**src/sebl_pkg.sv**
```systemverilog
// sebl_pkg: constants, carriers and states of the serial eeprom boot loader.
// assumes one 100 MHz core clock and a synchronous active-high reset.
package sebl_pkg;

    // ----------------------------------------------------------------
    // timing
    // ----------------------------------------------------------------
    localparam int CLK_HZ       = 100_000_000;
    localparam int UART_BAUD    = 115200;
    localparam int UART_BIT_CYC = CLK_HZ / UART_BAUD;
    localparam int PB_HOLD_MS   = 5000;
    localparam int PB_HOLD_CYC  = PB_HOLD_MS * (CLK_HZ / 1000);
    localparam int SPI_HALF_CYC = 5;            // 10 MHz serial clock
    localparam int CS_GAP_NS    = 100;
    localparam int CS_GAP_CYC   = (CS_GAP_NS * (CLK_HZ / 1_000_000)
                                   + 999) / 1000;

    // ----------------------------------------------------------------
    // protocol values and byte positions
    // ----------------------------------------------------------------
    localparam logic [7:0]  SPI_READ_CMD = 8'h03;
    localparam logic [7:0]  EMU_BYTE     = 8'hef;
    localparam logic [7:0]  REC_START    = 8'h04;
    localparam logic [15:0] SIG_LAST     = 16'h0006;  // cmd, 2 addr, 4 sig
    localparam logic [15:0] CMD_LAST16   = 16'h0002;
    localparam logic [15:0] CMD_LAST24   = 16'h0003;
    localparam logic [15:0] HDR_TYPE     = 16'h0000;
    localparam logic [15:0] HDR_LEN_LO   = 16'h0001;
    localparam logic [15:0] HDR_LEN_HI   = 16'h0002;
    localparam logic [15:0] HDR_ADR_LO   = 16'h0003;
    localparam logic [15:0] HDR_ADR_HI   = 16'h0004;
    localparam logic [7:0]  TYPE_IMEM    = 8'h00;
    localparam logic [7:0]  TYPE_XMEM    = 8'h01;
    localparam logic [7:0]  TYPE_YMEM    = 8'h02;
    localparam logic [7:0]  TYPE_EXEC    = 8'h03;

    // ----------------------------------------------------------------
    // carriers
    // ----------------------------------------------------------------
    typedef struct packed {
        logic cs_n;
        logic sclk;
        logic mosi;
    } sebl_spi_t;

    typedef struct packed {
        logic        valid;
        logic [1:0]  space;     // 0 instr, 1 x, 2 y
        logic [15:0] addr;
        logic [7:0]  data;
    } sebl_mem_wr_t;

    typedef struct packed {
        logic por_ok;           // core supply good, low forces reset
        logic external_reset_n;
        logic watchdog;
        logic debugger;
        logic power_button;
    } sebl_rst_src_t;

    typedef struct packed {
        logic boot_strap_pin;
        logic eeprom_select_strap;
        logic parallel_flash_enable_strap;
    } sebl_straps_t;

    typedef enum logic [3:0] {
        ST_START = 4'b0000,
        ST_SIG   = 4'b0001,
        ST_GAP   = 4'b0011,
        ST_CMD   = 4'b0010,
        ST_HDR   = 4'b0110,
        ST_PAY   = 4'b0111,
        ST_EXEC  = 4'b0101,
        ST_FLASH = 4'b0100,
        ST_CARD  = 4'b1100,
        ST_ROM   = 4'b1101,
        ST_EMU   = 4'b1111
    } sebl_state_t;

endpackage

```
**src/sebl_spi_byte.sv**
```systemverilog
// sebl_spi_byte: one byte of mode 0 serial transfer, msb first.
// assumes miso is already synchronised; chip select is driven by the caller.
`timescale 1ns/10ps
module sebl_spi_byte #(
    parameter int HALF = sebl_pkg::SPI_HALF_CYC
) (
    input  wire logic       clk_sys,
    input  wire logic       rst,
    input  wire logic       start,
    input  wire logic [7:0] tx_byte,
    input  wire logic       miso,
    output logic            rdy,
    output logic            done,
    output logic [7:0]      rx_byte,
    output logic            sclk,
    output logic            mosi
);
    import sebl_pkg::*;

    localparam int DW = $clog2(HALF + 1);

    logic          busy_r;
    logic [DW-1:0] div_r;
    logic [2:0]    bit_r;
    logic [7:0]    sh_r;
    logic          tick;

    if (HALF < 1) begin : g_bad_half
        $error("sebl_spi_byte: HALF must be at least 1");
    end

    assign rdy  = ~busy_r;
    assign tick = busy_r && (div_r == DW'(HALF - 1));

    // ------------------------------------------------------------
    // half-period divider, runs only while a byte is moving
    // ------------------------------------------------------------
    always_ff @(posedge clk_sys) begin
        if (rst || !busy_r || tick) begin
            div_r <= '0;
        end else begin
            div_r <= div_r + DW'(1);
        end
    end

    // shift engine: data set up before rise, sampled on rise
    always_ff @(posedge clk_sys) begin
        if (rst) begin
            busy_r  <= 1'b0;
            bit_r   <= 3'd0;
            sh_r    <= 8'h00;
            sclk    <= 1'b0;
            mosi    <= 1'b0;
            done    <= 1'b0;
            rx_byte <= 8'h00;
        end else begin
            done <= 1'b0;
            if (start && !busy_r) begin
                busy_r <= 1'b1;
                bit_r  <= 3'd0;
                sh_r   <= tx_byte;
                mosi   <= tx_byte[7];
            end else if (tick && !sclk) begin
                sclk    <= 1'b1;
                rx_byte <= {rx_byte[6:0], miso};
            end else if (tick) begin
                sclk <= 1'b0;
                if (bit_r == 3'd7) begin
                    busy_r <= 1'b0;
                    done   <= 1'b1;
                end else begin
                    bit_r <= bit_r + 3'd1;
                    sh_r  <= {sh_r[6:0], 1'b0};
                    mosi  <= sh_r[6];   // next bit, low clock phase
                end
            end
        end
    end

endmodule // sebl_spi_byte

```
**src/sebl_loader.sv**
```systemverilog
// sebl_loader: boot sequencer with serial eeprom record loader.
// assumes pins arrive asynchronously; watchdog and debugger resets
// come from logic on clk_sys.
`timescale 1ns/10ps

module sebl_loader #(
    parameter int          UART_BIT   = sebl_pkg::UART_BIT_CYC,
    parameter int          PB_HOLD    = sebl_pkg::PB_HOLD_CYC,
    parameter int          SPI_HALF   = sebl_pkg::SPI_HALF_CYC,
    parameter logic [31:0] SIG_PROT   = 32'h5a4b_3c01, // arbitrary value
    parameter logic [31:0] SIG_OPEN   = 32'h694b_3c01, // arbitrary value
    parameter logic [23:0] SIG_PREFIX = 24'h5a_4b3c    // arbitrary value
) (
    input  wire logic                   clk_sys,
    input  wire logic                   rst,
    input  wire sebl_pkg::sebl_rst_src_t rst_src,
    input  wire sebl_pkg::sebl_straps_t straps,
    input  wire logic                   uart_rx,
    input  wire logic                   spi_miso,
    output sebl_pkg::sebl_spi_t         spi,
    output sebl_pkg::sebl_mem_wr_t      mem_wr,
    output logic                        exec_valid,
    output logic [15:0]                 exec_addr,
    output logic                        flash_probe_req,
    input  wire logic                   flash_probe_done,
    output logic                        card_boot_req,
    input  wire logic                   card_boot_done,
    output logic                        rom_handoff,
    output logic                        emu_mode,
    output logic                        sys_reset
);
    import sebl_pkg::*;

    localparam int PBW = $clog2(PB_HOLD + 1);
    localparam int UBW = $clog2(UART_BIT + 1);

    if (UART_BIT < 4 || PB_HOLD < 2) begin : g_bad_param
        $error("sebl_loader: UART_BIT or PB_HOLD too small");
    end

    // ----------------------------------------------------------------
    // pin synchronisers
    // ----------------------------------------------------------------
    logic [7:0] pin_a;
    logic [7:0] pin_m_r;        // first stage, read only by pin_s_r
    logic [7:0] pin_s_r;

    assign pin_a = {rst_src.por_ok, rst_src.external_reset_n,
                    rst_src.power_button, straps.boot_strap_pin,
                    straps.eeprom_select_strap,
                    straps.parallel_flash_enable_strap,
                    uart_rx, spi_miso};

    // no reset here: the chain fills while rst is held
    always_ff @(posedge clk_sys) begin
        pin_m_r <= pin_a;
        pin_s_r <= pin_m_r;
    end

    logic por_ok_s;
    logic ext_n_s;
    logic btn_s;
    logic boot_s;
    logic eep_s;
    logic flash_s;
    logic rx_s;
    logic miso_s;

    assign {por_ok_s, ext_n_s, btn_s, boot_s, eep_s, flash_s,
            rx_s, miso_s} = pin_s_r;

    // ----------------------------------------------------------------
    // reset combiner
    // ----------------------------------------------------------------
    logic           int_rst_r;
    logic [PBW-1:0] pb_cnt_r;
    logic           pb_long_r;
    logic           rst_any;

    // button hold timer; the outer reset and a released button clear it, the
    // internal reset does not, otherwise the reset it causes would cancel itself
    always_ff @(posedge clk_sys) begin
        if (rst || !btn_s) begin
            pb_cnt_r  <= '0;
            pb_long_r <= 1'b0;
        end else if (pb_cnt_r == PBW'(PB_HOLD - 1)) begin
            pb_long_r <= 1'b1;
        end else begin
            pb_cnt_r <= pb_cnt_r + PBW'(1);
        end
    end

    // any source holds the internal reset, which restarts the sequence
    always_ff @(posedge clk_sys) begin
        if (rst) begin
            int_rst_r <= 1'b1;
        end else begin
            int_rst_r <= !por_ok_s || !ext_n_s
                         || rst_src.watchdog || rst_src.debugger
                         || pb_long_r;
        end
    end

    assign rst_any   = rst || int_rst_r;
    assign sys_reset = int_rst_r;

    // ----------------------------------------------------------------
    // serial receiver watching for the emulator byte
    // ----------------------------------------------------------------
    logic           u_busy_r;
    logic [UBW-1:0] u_cnt_r;
    logic [3:0]     u_bit_r;
    logic [7:0]     u_sh_r;
    logic           emu_hit_r;

    // sample mid-bit, lsb first; a false start bit is dropped
    always_ff @(posedge clk_sys) begin
        if (rst_any) begin
            u_busy_r  <= 1'b0;
            u_cnt_r   <= '0;
            u_bit_r   <= 4'd0;
            u_sh_r    <= 8'h00;
            emu_hit_r <= 1'b0;
        end else begin
            emu_hit_r <= 1'b0;
            if (!u_busy_r) begin
                if (!rx_s) begin
                    u_busy_r <= 1'b1;
                    u_bit_r  <= 4'd0;
                    u_cnt_r  <= UBW'(UART_BIT / 2);
                end
            end else if (u_cnt_r != '0) begin
                u_cnt_r <= u_cnt_r - UBW'(1);
            end else begin
                u_cnt_r <= UBW'(UART_BIT - 1);
                u_bit_r <= u_bit_r + 4'd1;
                if (u_bit_r == 4'd0 && rx_s) begin
                    u_busy_r <= 1'b0;
                end else if (u_bit_r == 4'd9) begin
                    u_busy_r  <= 1'b0;
                    emu_hit_r <= rx_s && (u_sh_r == EMU_BYTE);
                end else if (u_bit_r != 4'd0) begin
                    u_sh_r <= {rx_s, u_sh_r[7:1]};
                end
            end
        end
    end

    // ----------------------------------------------------------------
    // serial eeprom engine
    // ----------------------------------------------------------------
    sebl_state_t st_r;
    logic [15:0] cnt_r;
    logic        cs_n_r;
    logic        mode24_r;
    logic [7:0]  type_r;
    logic [15:0] len_r;
    logic [15:0] adr_r;
    logic [31:0] sig_r;
    logic [31:0] sig_now;
    logic [15:0] cmd_last;
    logic        spi_active;
    logic        spi_start;
    logic        spi_rdy;
    logic        spi_done;
    logic [7:0]  spi_rx;
    logic [7:0]  spi_tx;
    logic        spi_sclk;
    logic        spi_mosi;

    sebl_spi_byte #(
        .HALF    (SPI_HALF)
    ) u_spi (
        .clk_sys (clk_sys),
        .rst     (rst_any),
        .start   (spi_start),
        .tx_byte (spi_tx),
        .miso    (miso_s),
        .rdy     (spi_rdy),
        .done    (spi_done),
        .rx_byte (spi_rx),
        .sclk    (spi_sclk),
        .mosi    (spi_mosi)
    );

    assign spi = '{cs_n: cs_n_r, sclk: spi_sclk, mosi: spi_mosi};

    assign sig_now  = {sig_r[23:0], spi_rx};
    assign cmd_last = mode24_r ? CMD_LAST24 : CMD_LAST16;
    assign spi_active = (st_r == ST_SIG) || (st_r == ST_CMD)
                        || (st_r == ST_HDR) || (st_r == ST_PAY);
    // one idle cycle after each byte keeps start and done apart
    assign spi_start = spi_active && spi_rdy && !spi_done;

    // outgoing byte: read command, then address msb first
    always_comb begin
        spi_tx = 8'h00;
        if (cnt_r == 16'h0000 && (st_r == ST_SIG || st_r == ST_CMD)) begin
            spi_tx = SPI_READ_CMD;
        end else if (st_r == ST_CMD && cnt_r == cmd_last) begin
            spi_tx = REC_START;
        end
    end

    // signature shift register, first byte ends up on top
    always_ff @(posedge clk_sys) begin
        if (rst_any) begin
            sig_r <= 32'h0000_0000;
        end else if (st_r == ST_SIG && spi_done) begin
            sig_r <= sig_now;
        end
    end

    // record header capture
    always_ff @(posedge clk_sys) begin
        if (rst_any) begin
            type_r <= 8'h00;
            len_r  <= 16'h0000;
            adr_r  <= 16'h0000;
        end else if (st_r == ST_HDR && spi_done) begin
            unique case (cnt_r)
                HDR_TYPE:   type_r       <= spi_rx;
                HDR_LEN_LO: len_r[7:0]   <= spi_rx;
                HDR_LEN_HI: len_r[15:8]  <= spi_rx;
                HDR_ADR_LO: adr_r[7:0]   <= spi_rx;
                HDR_ADR_HI: adr_r[15:8]  <= spi_rx;
                default:    type_r       <= type_r;
            endcase
        end
    end

    // ----------------------------------------------------------------
    // boot sequencer
    // ----------------------------------------------------------------
    always_ff @(posedge clk_sys) begin
        if (rst_any) begin
            st_r     <= ST_START;
            cnt_r    <= 16'h0000;
            cs_n_r   <= 1'b1;
            mode24_r <= 1'b0;
        end else if (emu_hit_r && st_r != ST_EMU) begin
            st_r   <= ST_EMU;
            cs_n_r <= 1'b1;
        end else begin
            unique case (st_r)
                ST_START: begin
                    cnt_r <= 16'h0000;
                    if (boot_s && eep_s) begin
                        st_r   <= ST_SIG;
                        cs_n_r <= 1'b0;
                    end else begin
                        st_r <= ST_FLASH;
                    end
                end
                ST_SIG: begin
                    if (spi_done && cnt_r == SIG_LAST) begin
                        cs_n_r <= 1'b1;
                        cnt_r  <= 16'h0000;
                        if (sig_now == SIG_PROT
                            || sig_now == SIG_OPEN) begin
                            mode24_r <= 1'b0;
                            st_r     <= ST_GAP;
                        end else if (sig_now[23:0] == SIG_PREFIX) begin
                            mode24_r <= 1'b1;
                            st_r     <= ST_GAP;
                        end else begin
                            st_r <= ST_FLASH;
                        end
                    end else if (spi_done) begin
                        cnt_r <= cnt_r + 16'h0001;
                    end
                end
                ST_GAP: begin
                    if (cnt_r == 16'(CS_GAP_CYC - 1)) begin
                        st_r   <= ST_CMD;
                        cs_n_r <= 1'b0;
                        cnt_r  <= 16'h0000;
                    end else begin
                        cnt_r <= cnt_r + 16'h0001;
                    end
                end
                ST_CMD: begin
                    if (spi_done && cnt_r == cmd_last) begin
                        st_r  <= ST_HDR;
                        cnt_r <= 16'h0000;
                    end else if (spi_done) begin
                        cnt_r <= cnt_r + 16'h0001;
                    end
                end
                ST_HDR: begin
                    if (spi_done && cnt_r == HDR_ADR_HI) begin
                        cnt_r <= 16'h0000;
                        if (type_r == TYPE_EXEC) begin
                            st_r   <= ST_EXEC;
                            cs_n_r <= 1'b1;
                        end else if (len_r != 16'h0000) begin
                            st_r <= ST_PAY;
                        end
                    end else if (spi_done) begin
                        cnt_r <= cnt_r + 16'h0001;
                    end
                end
                ST_PAY: begin
                    if (spi_done && cnt_r == len_r - 16'h0001) begin
                        st_r  <= ST_HDR;
                        cnt_r <= 16'h0000;
                    end else if (spi_done) begin
                        cnt_r <= cnt_r + 16'h0001;
                    end
                end
                ST_FLASH: begin
                    if (!flash_s || flash_probe_done) begin
                        st_r <= ST_CARD;
                    end
                end
                ST_CARD: begin
                    if (card_boot_done) begin
                        st_r <= ST_ROM;
                    end
                end
                ST_EXEC, ST_ROM, ST_EMU: begin
                    st_r <= st_r;
                end
                default: begin
                    st_r   <= ST_START;
                    cs_n_r <= 1'b1;
                end
            endcase
        end
    end

    // ----------------------------------------------------------------
    // memory write port; byte address is record address plus offset
    // ----------------------------------------------------------------
    always_ff @(posedge clk_sys) begin
        if (rst_any) begin
            mem_wr <= '0;
        end else begin
            mem_wr.valid <= 1'b0;
            if (st_r == ST_PAY && spi_done && type_r < TYPE_EXEC) begin
                mem_wr.valid <= 1'b1;
                mem_wr.space <= type_r[1:0];
                mem_wr.addr  <= adr_r + cnt_r;
                mem_wr.data  <= spi_rx;
            end
        end
    end

    // ----------------------------------------------------------------
    // stage outputs, decoded from the state register, flash request also gated by the flash strap; exec_addr is the record address
    // ----------------------------------------------------------------
    assign exec_valid      = (st_r == ST_EXEC);
    assign exec_addr       = adr_r;
    assign flash_probe_req = (st_r == ST_FLASH) && flash_s;
    assign card_boot_req   = (st_r == ST_CARD);
    assign rom_handoff     = (st_r == ST_ROM);
    assign emu_mode        = (st_r == ST_EMU);

endmodule // sebl_loader

```
**config.mk**
```make
export PLATFORM = sky130hd
export DESIGN_NAME = sebl_loader
export DESIGN_NICKNAME = d
export VERILOG_FILES = /design/src/sebl_pkg.sv /design/src/sebl_spi_byte.sv /design/src/sebl_loader.sv
export SDC_FILE = /design/constraint.sdc
export NUM_CORES = 1
export LEC_CHECK = 0
export BUFFER_PORTS_ARGS = -buffer_cell sky130_fd_sc_hd__buf_2
export CORE_MARGIN = 2
export CORE_UTILIZATION = 50
export CTS_BUF_LIST = sky130_fd_sc_hd__clkbuf_4 sky130_fd_sc_hd__clkbuf_8
export DETAILED_ROUTE_END_ITERATION = 6
export PLACE_DENSITY = 0.73
export SKIP_LAST_GASP = 1
export SLEW_MARGIN = 20
export SYNTH_ARGS = -nofsm -noshare
export SYNTH_HDL_FRONTEND = slang
export SYNTH_SLANG_ARGS = --single-unit
```
**constraint.sdc**
```tcl
create_clock -name clk_sys -period 2.7 [get_ports clk_sys]
set_clock_uncertainty 0.2 [all_clocks]
set_input_delay 0 -clock clk_sys [delete_from_list [all_inputs] [get_ports clk_sys]]
set_output_delay 0 -clock clk_sys [all_outputs]
set_load 0.03 [all_outputs]
```
Word level (Yosys, flattened, before mapping)
Cells that the tools add are included.
{"block": "word_totals", "wordCells": 230, "memories": 0, "latch_bits": 0, "romBits": 0, "register_bits": 209, "output_inout_bits": 52, "ram_bits": 0}
{"block": "op_classes", "n_div": 0, "n_shift": 0, "n_eq_ne": 46, "multipliers": 0, "reduce_logical": 73, "n_addsub": 8, "n_bitwise": 11, "n_lt_le_gt_ge": 1, "mux": 59}
{"cell": "$mux W16", "count": 6}
{"cell": "$pmux W16 S6", "count": 1}
{"cell": "$eq A32 B31 Y1 const B", "count": 2}
{"cell": "$mux W4", "count": 13}
{"cell": "$pmux W4 S9", "count": 1}
{"cell": "$eq A16 B2 Y1 const B", "count": 2}
{"cell": "$eq A16 B3 Y1 const B", "count": 2}
{"cell": "$mux W10", "count": 3}
{"cell": "$add A29 B1 Y29 const B", "count": 1}
{"cell": "$eq A29 B29 Y1 const B", "count": 1}
{"cell": "$mux W7", "count": 4}
{"cell": "$mux W27", "count": 1}
{"cell": "$eq A24 B23 Y1 const B", "count": 1}
{"cell": "$mux W1", "count": 24}
{"cell": "$logic_and A1 B1 Y1", "count": 20}
{"cell": "$reduce_and A2 Y1", "count": 9}
{"cell": "$add A16 B1 Y16 const B", "count": 1}
{"cell": "$add A16 B16 Y16", "count": 1}
{"cell": "$eq A16 B1 Y1 const B", "count": 1}
{"cell": "$eq A16 B16 Y1", "count": 1}
{"cell": "$eq A16 B2 Y1", "count": 1}
{"cell": "$eq A16 B4 Y1 const B", "count": 1}
{"cell": "$eq A4 B3 Y1 const B", "count": 4}
{"cell": "$eq A4 B4 Y1 const B", "count": 4}
{"cell": "38 further kinds", "count": 93}

Longest topological paths before layout
{"block": "depth", "word_depth": 9, "ltp_mapped": 11, "ltp_nobuf": 11}

Hierarchy
A second synthesis with hierarchy kept.
{"block": "hier_totals", "hier_cells": 1250, "hier_area_um2": 10249.8}
{"module": "sebl_loader", "cells_each": 1121, "area_per_inst_um2": 9175.0, "instances": 1, "seq_area_each_um2": 3683.5}
{"module": "sebl_spi_byte", "cells_each": 129, "area_per_inst_um2": 1074.8, "instances": 1, "seq_area_each_um2": 500.5}

Least setup slack after synthesis
Ideal clock, no wire load.
{"block": "synth_timing", "path_kind": "register to register", "start": "register cnt_r[0]", "end": "register cnt_r[15]", "path_buffers": 1, "t_arrival_ps": 2630, "synth_period_minus_slack_ps": 2952, "required_ps": 2378, "setup_slack_ps": -252, "setup_ps": 122, "path_stages_with_launch": 11, "cell_sequence": "dfxtp_1 clkbuf_1 inv_1 ha_1 o31ai_1 or4_4 a221oi_4 nand2_2 or3_4 and4_1 a221o_1"}
{"block": "synth_between", "elab_chain_cells": 4}
{"item": "from (decl)", "line": "sebl_loader.sv:153", "source": "logic [15:0] cnt_r;"}
{"item": "from (signal assigned)", "line": "sebl_loader.sv:270", "source": "cnt_r <= cnt_r + 16'h0001;"}
{"item": "from (signal assigned)", "line": "sebl_loader.sv:279", "source": "cnt_r <= cnt_r + 16'h0001;"}
{"item": "from (signal assigned)", "line": "sebl_loader.sv:287", "source": "cnt_r <= cnt_r + 16'h0001;"}
{"item": "$add A16 B1 Y16, or another cell as far along"}
{"item": "$mux W16, or another cell as far along"}
{"item": "$mux W16, on equally long branches"}
{"item": "$pmux W16 S6 (*)", "line": "sebl_loader.sv:245", "source": "unique case (st_r)"}
Mark *: on every way between the ends. The rest lies on a longest branch, timed or not.
A chain may end at the register's enable or synchronous reset.

Worst setup path after layout
{"block": "layout_timing", "start": "register len_r[12]", "end": "register cnt_r[15]"}
{"block": "layout_between", "elab_chain_cells": 5}
{"item": "from (decl)", "line": "sebl_loader.sv:157", "source": "logic [15:0] len_r;"}
{"item": "from (signal assigned)", "line": "sebl_loader.sv:224", "source": "HDR_LEN_HI: len_r[15:8] <= spi_rx;"}
{"item": "$sub A16 B1 Y16", "line": "sebl_loader.sv:304", "source": "if (spi_done && cnt_r == len_r - 16'h0001) begin"}
{"item": "$eq A16 B16 Y1", "line": "sebl_loader.sv:304"}
{"item": "$logic_and A1 B1 Y1", "line": "sebl_loader.sv:304"}
{"item": "$mux W16", "line": "sebl_loader.sv:304"}
{"item": "$pmux W16 S6", "line": "sebl_loader.sv:245"}
{"item": "to (signal assigned)", "line": "sebl_loader.sv:270"}
{"item": "to (signal assigned)", "line": "sebl_loader.sv:300", "source": "cnt_r <= cnt_r + 16'h0001;"}
{"item": "to (signal assigned)", "line": "sebl_loader.sv:308", "source": "cnt_r <= cnt_r + 16'h0001;"}
Every way passes these cells.

==> metrics.md <==
| Metric | Value |
|---|---|
| Slowest stage cell, crit path | `or4_4` |
| Post-Synthesis Cells | `1249` |
| Final period util | `110.5%` |
| Min-Delay Path Class | `reg2reg` |
| N_diodes | `0` |
| Max incr delay on CP | `0.51 ns` |
| Seq cells post-synth | `209` |
| CP Launch Type | `register` |
| Wirelength per Cell | `16.56 µm` |
| Core Box Area | `19650 µm²` |
| Fin area | `12630 µm²` |
| Mapped Nets | `1293` |
| Status | `finished with violations` |
| Reg-to-reg critical path startpoint | `len_r[12]` |
| Worst slew pin tran | `0.8898 ns` |
| DR pass1 iterations | `5` |
| GRT Util Overall | `26.08%` |
| Most used cell, CP | `or3_4` |
| Hold_sp | `pin_m_r[0]` |
| DRT antenna net count | `0` |
| Area of the multi-input gates | `5693 µm²` |
| CTS Buf Count | `37` |
| Cell variety after synth | `70` |
| Slew headroom | `40.68%` |
| Maximum fanout along the worst path | `3` |
| Slew Viols, Final | `0` |
| Post-Synth XOR/XNOR Area | `5.002%` |
| Post-Synth Simple-Gate Area | `27.62%` |
| Drt drc | `0` |
| Io pins | `66` |
| Top delay family on crit path | `simple AND/OR/NAND/NOR gates` |
| GRT overflow | `0` |
| Largest family of logic cells by synthesized area | `simple AND/OR/NAND/NOR gates` |
| # rows | `51` |
| Multiplexer share of the synthesized area | `2.880%` |
| Clock transition at the registers of the reported paths | `0.06 ns` |
| Syn avg cell area | `8.070 µm²` |
| Final Hold Vio Count | `0` |
| Vias in the first global route | `9221` |
| Final min period | `2.984 ns` |
| Hold endpoint | `pin_s_r[0]` |
| Vias | `9699` |
| Post-DP HPWL | `19.39 mm` |
| Final setup vio count | `20` |
| Worst EP arrival | `3.21 ns` |
| Reg area | `4189 µm²` |
| RSZ-0062 raised after global routing | `true` |
| CTS H-tree depth | `2` |
| Post-route insts no fill | `1720` |
| Final WL | `28.49 mm` |
| Worst Path Required | `2.92 ns` |
| R2R setup slack | `-0.28 ns` |
| Post-synth EDFFs | `0` |
| Cells after DPL | `1627` |
| CP Capture Type | `register` |
| Max Root-Sink Buffers | `3` |
| Clk_lat worst skew | `0.55 ns` |
| R2r worst-path depth | `8` |
| Final setup margin | `-0.2843 ns` |
| Maxcap violations | `0` |
| Gpl congestion | `0.9627` |
| CP Cell Sequence | `or3_4, or4_4, a2111oi_4, a31o_1, o2111ai_2, or3_4, and4_1, a221o_1` |
| Synthesized area | `10080 µm²` |
| Power density cells | `497.2 nW/µm²` |
| Largest net degree at the start of global routing | `86` |
| Layout cells sized above 1 | `21.03%` |
| Die W | `146.0 µm` |
| Yosys warning count | `0` |
| Ys flop type | `dfxtp_1` |
| Peak Freq | `335.1 MHz` |
| Initial cell density of the core | `51.29%` |
| Compound-Gate Fraction of Synth Area | `15.31%` |
| Worst Hold Path Cells | `0` |
| Area grow syn2layout | `25.31%` |
| Register area share after synthesis | `41.51%` |
| 1st-iter DRT viols | `648` |
| First-pass GRT wire length | `46.06 mm` |
| CTS tree | `built` |
| Root Buffer | `clkbuf_8` |
| Leakage power | `0.004799 µW` |
| Violated checks | `negative setup slack` |
| End of the worst register-to-register path | `cnt_r[15]` |
| Worst Path Buf+Inv | `0` |
| Synth Area in Adders | `3.798%` |
| Avg Vias per Cell | `5.639` |
| Die area | `21310 µm²` |
| FILL cells | `1677` |
| Async S/R FF share, synth | `0%` |
| Port bufs | `65` |
| Setup CP Type | `reg2reg` |
| # nets final | `1473` |
| Post-DP Area | `11420 µm²` |
| Peak supply drop | `0.0004355 V` |
| Die H | `146.0 µm` |
| CTS Sinks | `209` |
| Antenna violations before repair | `0` |
==> timing repair <==
item                                   in CTS  in global routing
resized for setup                          17                 20
pin swaps                                  13                 10
buffers inserted                            2                  4
hold buffers                               22                  0
setup endpoints to repair                  22                 39
endpoints found under the hold margin      59                  0
==> report_power, final <==
part	switching, µW	leakage [µW]	internal, µW
Sequential	8.30	0.00169	3100
Combinational	42.2	0.00269	44.1
Clock	1340	0.000417	1740
==> kinds of logic after synthesis <==
group	count (synthesis)
fa+ha+maj	30
buf+inv	98
flops	209
xor+xnor	56
compound gates	246
mux	29
simple gates	581
==> per-stage QoR <==
| step | total power, µW | utilization, % | hold WS, ns | TNS, ns | setup WS [ns] |
|---|---|---|---|---|---|
| 2_1_floorplan | 3210 | - | -0.1723 | -1.259 | -0.1792 |
| 3_3_place_gp | 3233 | 58.09 | -0.09797 | -3.886 | -0.2752 |
| 3_5_place_dp | 3235 | 58.09 | -0.09599 | -5.330 | -0.3406 |
| 4_1_cts | 6323 | 63.73 | 0.1228 | -3.224 | -0.2630 |
| 5_1_grt | 6499 | 64.27 | 0.1348 | -6.809 | -0.4220 |
| 6_report | 6280 | 64.27 | 0.1207 | -4.073 | -0.2843 |
==> how the worst max path moves through the flow <==
stage	startpoint	end	slack [ns]	depth (start not counted)
detailed placement	len_r[12]	cnt_r[15]	-0.34	7
global placement	len_r[12]	cnt_r[15]	-0.28	7
floorplan	len_r[12]	cnt_r[15]	-0.18	8
CTS	len_r[12]	cnt_r[15]	-0.26	8
global route	len_r[12]	cnt_r[15]	-0.42	8
finish	len_r[12]	cnt_r[15]	-0.28	8
==> worst reg2reg max path, cell delays in order (launching register included) <==
cell	delay, ns
dfxtp_2	0.32
or3_4	0.38
or4_4	0.52
a2111oi_4	0.32
a31o_1	0.20
o2111ai_2	0.14
or3_4	0.38
and4_1	0.18
a221o_1	0.25
==> synthesized netlist by cell type, drive strengths merged, types with 14 or more instances <==
library cell / n / area [µm²]
xnor2: 28 / 245.2
a21oi: 128 / 640.6
nor2b: 14 / 87.58
nor4: 14 / 87.58
nor3: 32 / 165.2
nor2: 121 / 456.7
ha: 29 / 362.9
dfxtp: 209 / 4184
nand2: 232 / 873.3
clkbuf: 64 / 240.2
inv: 25 / 93.84
mux2i: 29 / 290.3
nand3: 35 / 175.2
o21ai: 26 / 130.1
xor2: 27 / 236.5
and3: 20 / 125.1
a31oi: 19 / 118.9
nand4: 34 / 212.7
==> layout make-up <==
cell class | instances | area share [%]
clock buffer | 60 | 5.844
clock inverter | 5 | 0.4260
timing repair buffer | 214 | 12.12
sequential | 209 | 33.16
inverter | 25 | 0.7429
tap | 265 | 2.625
multi-input combinational | 942 | 45.07
==> flip-flops by register name, indices dropped and copies added, names as in the netlist, 3 cells and up <==
register and cells:
pb_cnt_r 29, mem_wr 27, sig_r 24, cnt_r 16
exec_addr 16, len_r 16, u_cnt_r 10, pin_m_r 8
pin_s_r 8, type_r 8, u_sh_r 8, u_spi.rx_byte 8
u_spi.sh_r 7, st_r 4, u_bit_r 4, u_spi.bit_r 3
u_spi.div_r 3
==> routing by layer <==
layer / share of wire, % / GRT usage (%) / vias up / routed length (µm)
met5: 0 / 0 / - / 0
met4: 4.3 / 11.65 / 0 / 1219
met3: 5.5 / 4.326 / 80 / 1561
met2: 48 / 44.13 / 295 / 13690
met1: 42 / 32.77 / 4569 / 12010
li1: - / - / 4755 / -
==> cell usage in the layout (no fill, tap or decap), types with 7 or more instances in the layout <==
master / netlist / routed
nand2_1: 231 / 229
dfxtp_1: 209 / 205
a21oi_1: 128 / 127
buf_4: 3 / 123
nor2_1: 120 / 119
buf_2: 4 / 65
clkbuf_8: 0 / 46
nand3_1: 35 / 34
nand4_1: 34 / 34
nor3_1: 31 / 31
mux2i_1: 29 / 29
xnor2_1: 28 / 28
xor2_1: 27 / 27
ha_1: 29 / 26
inv_1: 25 / 23
o21ai_0: 24 / 23
dlygate4sd3_1: 0 / 22
and3_1: 20 / 19
a31oi_1: 19 / 18
clkbuf_4: 0 / 14
nand2b_1: 12 / 12
and2_1: 11 / 11
nor2b_1: 14 / 11
and4_1: 10 / 10
or3_1: 11 / 10
nor4_1: 14 / 10
a311oi_1: 8 / 8
a211oi_1: 7 / 7
No activity file was read; power rests on OpenSTA's default activity.
